==> config.mk <==
export PLATFORM = sky130hd
export DESIGN_NAME = gray_lut_sleep_reset_cmds
export DESIGN_NICKNAME = d
export VERILOG_FILES = /design/src/design/gray_pkg.sv /design/src/design/gray_timer_if.sv /design/src/design/gray_level_timer.sv /design/src/design/soft_reset_seq.sv /design/src/design/gray_lut_sleep_reset_cmds.sv
export VERILOG_INCLUDE_DIRS = /design/src /design/src/design
export SDC_FILE = /design/constraint.sdc
export NUM_CORES = 1
export LEC_CHECK = 0
export BUFFER_PORTS_ARGS = -buffer_cell sky130_fd_sc_hd__buf_2
export CAP_MARGIN = 10
export CORE_ASPECT_RATIO = 0.5
export CORE_UTILIZATION = 50
export CTS_CLUSTER_SIZE = 25
export DETAILED_ROUTE_END_ITERATION = 8
export GPL_ROUTABILITY_DRIVEN = 0
export HOLD_SLACK_MARGIN = 0.1
export PLACE_DENSITY = 0.83
export SKIP_LAST_GASP = 1
export SLEW_MARGIN = 20
export SYNTH_ARGS = -nofsm -noshare
export SYNTH_HDL_FRONTEND = slang
export SYNTH_SLANG_ARGS = --single-unit
==> constraint.sdc <==
create_clock -name core_clk -period 6.53 [get_ports core_clk]
set_input_delay 0.3265 -clock core_clk [delete_from_list [all_inputs] [get_ports core_clk]]
set_output_delay 0.3265 -clock core_clk [all_outputs]
set_load 0.1 [all_outputs]
==> src/design/gray_defines.svh <==
// Functional notes
// - command word is 16 bits; code in bits 15..8, data operand in bits 7..0.
// - code 3Ah loads third even gray duration; resets to 02h.
// - stored duration v lasts v+1 gray-clock periods, 1 up to 256.
// - code 3Bh loads second even gray duration; resets to 01h.
// - code 3Ch loads first even gray duration; resets to 00h.
// - code F1h data bit 0 enters (1) or leaves (0) sleep; resets 0.
// - code F2h starts software reset; its data bits are ignored.
// - within 200 ns of software reset, oscillator runs and commands are accepted.
// - after software reset step-up stays off, column and row drivers at ground.
// - after software reset gray clock pin follows, external sync/row outputs low.
// - software reset returns all command-loaded registers to their defaults.
`ifndef GRAY_DEFINES_SVH
`define GRAY_DEFINES_SVH

`define CMD_CODE_MSB        15
`define CMD_CODE_LSB        8
`define CMD_DATA_MSB        7
`define CMD_DATA_LSB        0

`define CMD_EVEN_GRAY_LEVEL_THREE_TIME           8'h3a
`define CMD_EVEN_GRAY_LEVEL_TWO_TIME           8'h3b
`define CMD_EVEN_GRAY_LEVEL_ONE_TIME           8'h3c
`define CMD_SLEEP           8'hf1
`define CMD_SOFT_RESET      8'hf2

`define RST_EVEN_GRAY_LEVEL_THREE_TIME           8'h02
`define RST_EVEN_GRAY_LEVEL_TWO_TIME           8'h01
`define RST_EVEN_GRAY_LEVEL_ONE_TIME           8'h00
`define RST_SLEEP           1'b0
`define RST_DRIVE_CTRL      4'h0

`define SLEEP_BIT           0

`define ADDR_CMD_PORT       12'h400
`define ADDR_STATUS         12'h404
`define ADDR_DRIVE_CTRL     12'h408
`define ADDR_LUT_READBACK   12'h40c

`define DRV_STEPUP_BIT      0
`define DRV_COLUMN_BIT      1
`define DRV_ROW_BIT         2
`define DRV_EXT_BIT         3

`define STS_SLEEP_BIT       0
`define STS_RESET_BUSY_BIT  1
`define STS_OSC_BIT         2
`define STS_GRAY_BUSY_BIT   3

`define CORE_CLK_MHZ        200
`define SOFT_RESET_TIME_NS  200
`define SOFT_RESET_CYCLES   ((`SOFT_RESET_TIME_NS * `CORE_CLK_MHZ) / 1000)

`endif

==> src/design/gray_pkg.sv <==
package gray_pkg;

   typedef logic [7:0] duration_t;

   typedef struct packed {
      logic [7:0] code;
      logic [7:0] data;
   } cmd_word_s;

   typedef enum logic [1:0] {
      APB_IDLE = 2'b00,
      APB_WAIT = 2'b01,
      APB_DONE = 2'b10
   } apb_state_e;

endpackage

==> src/design/gray_timer_if.sv <==
`timescale 1ns/1ps
`default_nettype none
interface gray_timer_if;
   import gray_pkg::*;
   logic      start;
   logic      clear;
   logic      tick;
   duration_t duration;
   logic      busy;
   logic      done;

   modport ctrl  (output start, clear, tick, duration, input busy, done);
   modport timer (input start, clear, tick, duration, output busy, done);
endinterface
`default_nettype wire

==> src/design/gray_level_timer.sv <==
`timescale 1ns/1ps
`default_nettype none
module gray_level_timer (
   input  wire logic        core_clk,
   input  wire logic        nrst,
   gray_timer_if.timer      tif
);
   import gray_pkg::*;

   duration_t remaining;

   // a load of v runs through v+1 ticks before done
   always_ff @(posedge core_clk or negedge nrst) begin
      if (!nrst) begin
         remaining <= 8'h00;
         tif.busy  <= 1'b0;
         tif.done  <= 1'b0;
      end else begin
         tif.done <= 1'b0;
         if (tif.clear) begin
            tif.busy <= 1'b0;
         end else if (tif.start && !tif.busy) begin
            remaining <= tif.duration;
            tif.busy  <= 1'b1;
         end else if (tif.busy && tif.tick) begin
            if (remaining == 8'h00) begin
               tif.busy <= 1'b0;
               tif.done <= 1'b1;
            end else begin
               remaining <= remaining - 8'h01;
            end
         end
      end
   end
endmodule
`default_nettype wire

==> src/design/soft_reset_seq.sv <==
`timescale 1ns/1ps
`default_nettype none
`include "gray_defines.svh"
module soft_reset_seq #(
   parameter int CYCLES = `SOFT_RESET_CYCLES
) (
   input  wire logic core_clk,
   input  wire logic nrst,
   input  wire logic start,
   output var  logic clear,
   output var  logic busy
);
   localparam int CW = $clog2(CYCLES + 1);

   logic [CW-1:0] count;

   // busy window never longer than the 200 ns budget
   always_ff @(posedge core_clk or negedge nrst) begin
      if (!nrst) begin
         count <= '0;
         busy  <= 1'b0;
         clear <= 1'b0;
      end else begin
         clear <= start && !busy;
         if (start && !busy) begin
            count <= CW'(CYCLES - 1);
            busy  <= 1'b1;
         end else if (busy) begin
            if (count == '0) begin
               busy <= 1'b0;
            end else begin
               count <= count - CW'(1);
            end
         end
      end
   end
endmodule
`default_nettype wire

==> src/design/gray_lut_sleep_reset_cmds.sv <==
// The APB slave port was left to the implementer.
`timescale 1ns/1ps
`default_nettype none
`include "gray_defines.svh"
module gray_lut_sleep_reset_cmds #(
   parameter int SOFT_RESET_CYCLES = `SOFT_RESET_CYCLES
) (
   input  wire logic              core_clk,
   input  wire logic              nrst,
   // apb slave
   input  wire logic              psel,
   input  wire logic              penable,
   input  wire logic              pwrite,
   input  wire logic [11:0]       paddr,
   input  wire logic [31:0]       pwdata,
   output var  logic [31:0]       prdata,
   output var  logic              pready,
   output var  logic              pslverr,
   // commands for other decoders
   output var  logic              fwd_cmd_valid,
   output var  logic [15:0]       fwd_cmd_word,
   // gray level timing
   input  wire logic              gray_clk,
   input  wire logic              gray_level_start,
   input  wire logic [1:0]        gray_level_sel,
   output var  logic              gray_level_busy,
   output var  logic              gray_level_done,
   output var  gray_pkg::duration_t first_level_duration,
   output var  gray_pkg::duration_t second_level_duration,
   output var  gray_pkg::duration_t third_level_duration,
   output var  logic              gray_clk_output,
   // power and driver control
   output var  logic              sleep_mode,
   output var  logic              osc_enable,
   output var  logic              stepup_enable,
   output var  logic              column_drive_enable,
   output var  logic              row_drive_enable,
   output var  logic              soft_reset_busy,
   // external driver controls from the timing generator
   input  wire logic              frame_sync_in,
   input  wire logic              line_sync_in,
   input  wire logic              row_control_a_in,
   input  wire logic              row_control_b_in,
   input  wire logic              row_serial_in,
   output var  logic              frame_sync_output,
   output var  logic              line_sync_output,
   output var  logic              row_control_a,
   output var  logic              row_control_b,
   output var  logic              row_serial_output
);
   import gray_pkg::*;

   localparam int LUT_ENTRIES = 3;

   apb_state_e          apb_state;
   apb_state_e          next_apb_state;
   logic                apb_fire;
   logic                wr_fire;
   logic                cmd_valid;
   cmd_word_s           cmd;
   logic                addr_is_code;
   logic                addr_known;
   logic                ours;
   duration_t           lut [LUT_ENTRIES];
   logic                sleep_bit;
   logic [3:0]          drive_ctrl;
   logic                soft_start;
   logic                soft_clear;
   logic                soft_busy;
   logic                gray_clk_q;
   duration_t           sel_duration;
   logic [31:0]         next_prdata;
   logic                next_pslverr;

   gray_timer_if        tif ();

   // ---------------------------------------------------------------
   // apb slave: pready rises one edge into the access phase, held
   // off while a software reset is settling
   // ---------------------------------------------------------------
   always_comb begin
      next_apb_state = apb_state;
      unique case (apb_state)
         APB_IDLE: begin
            if (psel && !penable) begin
               next_apb_state = APB_WAIT;
            end
         end
         APB_WAIT: begin
            if (psel && penable && !soft_busy) begin
               next_apb_state = APB_DONE;
            end
         end
         APB_DONE: begin
            next_apb_state = APB_IDLE;
         end
         default: begin
            next_apb_state = APB_IDLE;
         end
      endcase
   end

   always_ff @(posedge core_clk or negedge nrst) begin
      if (!nrst) begin
         apb_state <= APB_IDLE;
      end else begin
         apb_state <= next_apb_state;
      end
   end

   assign apb_fire = psel && penable && pready;
   assign wr_fire  = apb_fire && pwrite;

   // word-aligned indices 00h..ffh map straight onto command codes
   assign addr_is_code = (paddr[11:10] == 2'b00) && (paddr[1:0] == 2'b00);
   assign addr_known   = addr_is_code
                      || (paddr == `ADDR_CMD_PORT)
                      || (paddr == `ADDR_STATUS)
                      || (paddr == `ADDR_DRIVE_CTRL)
                      || (paddr == `ADDR_LUT_READBACK);

   // both entry points end up as one 16-bit command word
   always_comb begin
      cmd       = '0;
      cmd_valid = 1'b0;
      if (wr_fire && paddr == `ADDR_CMD_PORT) begin
         cmd.code  = pwdata[`CMD_CODE_MSB:`CMD_CODE_LSB];
         cmd.data  = pwdata[`CMD_DATA_MSB:`CMD_DATA_LSB];
         cmd_valid = 1'b1;
      end else if (wr_fire && addr_is_code) begin
         cmd.code  = paddr[9:2];
         cmd.data  = pwdata[`CMD_DATA_MSB:`CMD_DATA_LSB];
         cmd_valid = 1'b1;
      end
   end

   assign ours = (cmd.code == `CMD_EVEN_GRAY_LEVEL_ONE_TIME) || (cmd.code == `CMD_EVEN_GRAY_LEVEL_TWO_TIME)
              || (cmd.code == `CMD_EVEN_GRAY_LEVEL_THREE_TIME) || (cmd.code == `CMD_SLEEP)
              || (cmd.code == `CMD_SOFT_RESET);

   always_comb begin
      next_prdata  = 32'h0000_0000;
      next_pslverr = !addr_known;
      if (pwrite) begin
         if (paddr == `ADDR_STATUS || paddr == `ADDR_LUT_READBACK) begin
            next_pslverr = 1'b1;
         end
      end else begin
         unique case (paddr)
            `ADDR_STATUS: begin
               next_prdata[`STS_SLEEP_BIT]      = sleep_bit;
               next_prdata[`STS_RESET_BUSY_BIT] = soft_busy;
               next_prdata[`STS_OSC_BIT]        = !sleep_bit;
               next_prdata[`STS_GRAY_BUSY_BIT]  = tif.busy;
            end
            `ADDR_DRIVE_CTRL: begin
               next_prdata[3:0] = drive_ctrl;
            end
            `ADDR_LUT_READBACK: begin
               next_prdata[23:0] = {lut[2], lut[1], lut[0]};
            end
            default: begin
               // command registers are write-only and read as zero
               next_prdata = 32'h0000_0000;
            end
         endcase
      end
   end

   always_ff @(posedge core_clk or negedge nrst) begin
      if (!nrst) begin
         pready  <= 1'b0;
         prdata  <= 32'h0000_0000;
         pslverr <= 1'b0;
      end else begin
         pready  <= (next_apb_state == APB_DONE);
         pslverr <= (next_apb_state == APB_DONE) && next_pslverr;
         if (next_apb_state == APB_DONE) begin
            prdata <= next_prdata;
         end else begin
            prdata <= 32'h0000_0000;
         end
      end
   end

   // ---------------------------------------------------------------
   // even gray level table, entry 0 is the first level
   // ---------------------------------------------------------------
   for (genvar g = 0; g < LUT_ENTRIES; g++) begin : g_lut
      localparam logic [7:0] CODE = (g == 0) ? `CMD_EVEN_GRAY_LEVEL_ONE_TIME :
                                    (g == 1) ? `CMD_EVEN_GRAY_LEVEL_TWO_TIME : `CMD_EVEN_GRAY_LEVEL_THREE_TIME;
      localparam logic [7:0] INIT = (g == 0) ? `RST_EVEN_GRAY_LEVEL_ONE_TIME :
                                    (g == 1) ? `RST_EVEN_GRAY_LEVEL_TWO_TIME : `RST_EVEN_GRAY_LEVEL_THREE_TIME;
      // mode restrictions on these loads are the host's to honour
      always_ff @(posedge core_clk or negedge nrst) begin
         if (!nrst) begin
            lut[g] <= INIT;
         end else if (soft_clear) begin
            lut[g] <= INIT;
         end else if (cmd_valid && cmd.code == CODE) begin
            lut[g] <= cmd.data;
         end
      end
   end

   // ---------------------------------------------------------------
   // sleep select
   // ---------------------------------------------------------------
   always_ff @(posedge core_clk or negedge nrst) begin
      if (!nrst) begin
         sleep_bit <= `RST_SLEEP;
      end else if (soft_clear) begin
         sleep_bit <= `RST_SLEEP;
      end else if (cmd_valid && cmd.code == `CMD_SLEEP) begin
         sleep_bit <= cmd.data[`SLEEP_BIT];
      end
   end

   // ---------------------------------------------------------------
   // driver enables; only software sets them after a reset
   // ---------------------------------------------------------------
   always_ff @(posedge core_clk or negedge nrst) begin
      if (!nrst) begin
         drive_ctrl <= `RST_DRIVE_CTRL;
      end else if (soft_clear) begin
         drive_ctrl <= `RST_DRIVE_CTRL;
      end else if (wr_fire && paddr == `ADDR_DRIVE_CTRL) begin
         drive_ctrl <= pwdata[3:0];
      end
   end

   // ---------------------------------------------------------------
   // software reset; data operand deliberately not looked at
   // ---------------------------------------------------------------
   assign soft_start = cmd_valid && (cmd.code == `CMD_SOFT_RESET);

   soft_reset_seq #(
      .CYCLES (SOFT_RESET_CYCLES)
   ) u_soft_reset (
      .core_clk (core_clk),
      .nrst     (nrst),
      .start    (soft_start),
      .clear    (soft_clear),
      .busy     (soft_busy)
   );

   // ---------------------------------------------------------------
   // foreign commands go on untouched
   // ---------------------------------------------------------------
   always_ff @(posedge core_clk or negedge nrst) begin
      if (!nrst) begin
         fwd_cmd_valid <= 1'b0;
         fwd_cmd_word  <= 16'h0000;
      end else begin
         fwd_cmd_valid <= cmd_valid && !ours;
         if (cmd_valid && !ours) begin
            fwd_cmd_word <= cmd;
         end
      end
   end

   // ---------------------------------------------------------------
   // gray level timer, ticks on rising edges of the gray clock
   // ---------------------------------------------------------------
   always_ff @(posedge core_clk or negedge nrst) begin
      if (!nrst) begin
         gray_clk_q <= 1'b0;
      end else begin
         gray_clk_q <= gray_clk;
      end
   end

   // an out-of-range select falls back to the first level
   always_comb begin
      unique case (gray_level_sel)
         2'b01:   sel_duration = lut[1];
         2'b10:   sel_duration = lut[2];
         default: sel_duration = lut[0];
      endcase
   end

   assign tif.start    = gray_level_start && !sleep_bit;
   assign tif.clear    = soft_clear;
   assign tif.tick     = gray_clk && !gray_clk_q;
   assign tif.duration = sel_duration;

   gray_level_timer u_timer (
      .core_clk (core_clk),
      .nrst     (nrst),
      .tif      (tif)
   );

   assign gray_level_busy       = tif.busy;
   assign gray_level_done       = tif.done;
   assign first_level_duration  = lut[0];
   assign second_level_duration = lut[1];
   assign third_level_duration  = lut[2];
   assign sleep_mode            = sleep_bit;
   assign soft_reset_busy       = soft_busy;

   // ---------------------------------------------------------------
   // pin-facing outputs, all registered
   // ---------------------------------------------------------------
   always_ff @(posedge core_clk or negedge nrst) begin
      if (!nrst) begin
         osc_enable          <= 1'b1;
         stepup_enable       <= 1'b0;
         column_drive_enable <= 1'b0;
         row_drive_enable    <= 1'b0;
      end else begin
         // oscillator kept alive through reset so commands land in time
         osc_enable          <= !sleep_bit || soft_busy;
         stepup_enable       <= drive_ctrl[`DRV_STEPUP_BIT] && !soft_busy;
         column_drive_enable <= drive_ctrl[`DRV_COLUMN_BIT] && !soft_busy;
         row_drive_enable    <= drive_ctrl[`DRV_ROW_BIT] && !soft_busy;
      end
   end

   always_ff @(posedge core_clk or negedge nrst) begin
      if (!nrst) begin
         gray_clk_output   <= 1'b0;
         frame_sync_output <= 1'b0;
         line_sync_output  <= 1'b0;
         row_control_a     <= 1'b0;
         row_control_b     <= 1'b0;
         row_serial_output <= 1'b0;
      end else begin
         gray_clk_output   <= gray_clk;
         frame_sync_output <= drive_ctrl[`DRV_EXT_BIT] && frame_sync_in;
         line_sync_output  <= drive_ctrl[`DRV_EXT_BIT] && line_sync_in;
         row_control_a     <= drive_ctrl[`DRV_EXT_BIT] && row_control_a_in;
         row_control_b     <= drive_ctrl[`DRV_EXT_BIT] && row_control_b_in;
         row_serial_output <= drive_ctrl[`DRV_EXT_BIT] && row_serial_in;
      end
   end

endmodule
`default_nettype wire

==> impl_metrics.ini <==
[placement]
portBuffers = 122
place_inst = 662
post_dp_cell_area_sq_um = 5400
hpwl_um = 8140
place_ws_ns = 2.78

[synth]
ys_seq_area_frac = 0.535
synth_area_sq_um = 4770
synth_edf_count = 0
async_reset_ff_frac = 1.00
yosys.area.top_type = dfrtp_1
ys_warn_count = 0
synth_top_cells_by_area = dfrtp_1 (52%), mux2i_1 (5.7%), nor2_1 (4.1%)
synth-seq-cells = 102
syn_avg_cell_area_sq_um = 10.7
synth_cells = 445
synth_cell_types = 50
synth_top_area_frac = 0.519
synthFlopType = dfrtp_1

[power_and_ir_drop]
switching_power_uw = 388
p_per_area_nw_per_um2 = 248
p_int_mw = 1.03
power_frac_comb = 0.139
total_power_mw = 1.42
peakVddDrop_uv = 135
seq_power_share = 0.481
power_leakage_nw = 3.07
p_sw_frac = 0.273
p_clk_frac = 0.380

[sta]
tightest_slew_ns = 1.07
final_hold_viol_count = 0
layout_min_cycle_time_ns = 3.71
slew_violations = 0
layout_setup_ws_ns = 2.82
max_freq_mhz = 270
skew_ns = 0.00663
rsz0062_at_grt = no
hold_ws_ns = 0.120
post-route-period-util = 0.568
setup_viol = 0
max_slew_margin = 0.285
totalNegativeSetupSlack_ns = 0

[clock_tree]
clkTransAtPathRegs_ns = 0.07
cts_hold_buffers = 1
cts_resized = 0
numClockSinks = 102
cts_tree = yes
clk_path_buf_depth = 2
post_cts_buffers = 0
cts_inserted_buffers = 9
clockRootBuffer = clkbuf_16
clock_latency_ns = 0.35
h-tree-depth = 3

[grt]
grt_pass1_vias = 3775
grt_max_degree = 88
antenna_found_initial = 0
grt_overflow = 0
gr-usage-all-layers = 0.244
grt_pass1_wl_um = 18600

[routing]
drtIter0Drc = 227
ant_nets = 0
totalWireLength_um = 11500
first_pass_iters = 7
num_vias = 3817
wl_per_cell_um = 16.9
top_layer_used = met4
wl_met1_um = 4930
drc = 0
via_per_inst = 5.62
wl_met3_um = 659
route.met2.wl_um = 5650

[setup_path]
cp.required_ns = 6.76
timing.rr.end = fwd_cmd_word[6]
r2r_start = pready
worst-path-max-fanout = 17
endpoint_kind = flip-flop
ff2ff_path_depth = 7
crit_path_start_kind = flip-flop
crit_arrival_ns = 3.94
critPathKind = reg -> reg
r2r_slack_ns = 2.82

[run_status]
outcome = complete, no violations

[worst_hold_path]
min_path_cells = 1
hold_end = gray_clk_output
hold_start = gray_clk
worstHoldPathType = in -> reg

[finish]
stdcell_area_sq_um = 5710
fill_cells = 727
final_cells = 679
fin_nets = 620
fin_util = 0.636
antenna-diode-count = 0
syn_to_final_growth_pct = 19.6
drive_above_1_share = 0.286

[die]
fp-row-count = 24
start_util = 0.532
dieArea_sq_um = 9970
core_area_sq_um = 8980
fp.dieH_um = 71.1
ios = 147
dieWidth_um = 140

[flow_run]
maxCapViolCount = 0
-- area by class of cell --
type	count	area, sq um	area share
Tap cell	117	146	0.0256
Sequential cell	102	2560	0.448
Clock inverter	3	45.0	0.00789
Multi-Input combinational cell	308	2030	0.356
Clock buffer	13	250	0.0438
Inverter	12	45.0	0.00789
Timing Repair Buffer	124	634	0.111
-- critical path, stage by stage (launching register included) --
cell     delay, ns
dfrtp_1       0.39
nand4_4       0.18
nor3_1        0.45
and2_1        0.43
a21o_1        0.21
and4b_1       0.78
or3_1         0.72
mux2_2        0.41
-- worst max path at each step --
stage	startpoint	to	slack, ns	cells past startpoint
after floorplan	pready	fwd_cmd_word[10]	3.18	10
after detailed placement	paddr[1]	fwd_cmd_word[3]	2.78	8
after global routing	pready	fwd_cmd_word[4]	2.62	7
final	pready	fwd_cmd_word[6]	2.82	7
after global placement	paddr[1]	fwd_cmd_word[6]	2.88	8
after CTS	pready	fwd_cmd_word[3]	2.86	7
-- cells in the mapped netlist (all sizes together), types with 4 or more instances --
library cell and count:
o21ai 21, mux2i 27, nand2b 7, buf 14, a22oi 18, mux2 13
ha 5, nor3b 5, o31ai 6, nor4 4, and4 4, nor2b 10
a21oi 13, inv 12, clkbuf 16, nand3 10, nand2 23, nor2 53
and2 26, nor3 11, dfrtp 99, nand3b 4, xnor2 4
-- layout by cell type, fill, tap and decap left out, types with 5 or more instances in the layout --
cell type | Yosys | routed
buf_2 | 3 | 121
dfrtp_1 | 99 | 99
nor2_1 | 52 | 51
mux2i_1 | 27 | 27
and2_1 | 26 | 26
nand2_1 | 23 | 23
o21ai_0 | 21 | 21
a22oi_1 | 18 | 18
a21oi_1 | 13 | 13
inv_1 | 12 | 12
nor3_1 | 11 | 11
nor2b_1 | 10 | 10
mux2_2 | 10 | 10
nand3_1 | 10 | 10
clkbuf_16 | 0 | 9
conb_1 | 1 | 8
nand2b_1 | 7 | 7
o31ai_1 | 6 | 6
ha_1 | 5 | 5
-- power by group through the flow --
stage / Combinational (mW) / Sequential, mW / Clock, mW
after floorplan: 0.125 / 0.705 / 0
after global placement: 0.188 / 0.691 / 0
after detailed placement: 0.196 / 0.692 / 0
after CTS: 0.196 / 0.681 / 0.547
after global routing: 0.217 / 0.684 / 0.573
final: 0.197 / 0.682 / 0.538
-- per-layer routing --
metal	up-vias	global-route usage
met5	-	0
met4	0	0.0952
met3	21	0.0603
met2	156	0.412
met1	1877	0.307
li1	1763	-
-- sequential cells by signal, indices dropped and copies added (netlist names), 2 cells and up --
register,cells
u_timer.remaining,8
u_soft_reset.count,6
second_level_duration,8
drive_ctrl,4
fwd_cmd_word,16
prdata,24
first_level_duration,8
third_level_duration,8
apb_state,2
-- logic make-up after synthesis --
family | count (synthesis) | share of synthesized area
fa+ha+maj | 5 | 0.0131
compound gates | 81 | 0.115
xor+xnor | 6 | 0.0110
flops | 102 | 0.535
mux | 40 | 0.0896
simple gates | 168 | 0.190
other cells | 1 | 0.000785
buf+inv | 42 | 0.0448
No activity file was read; power rests on OpenSTA's default activity.
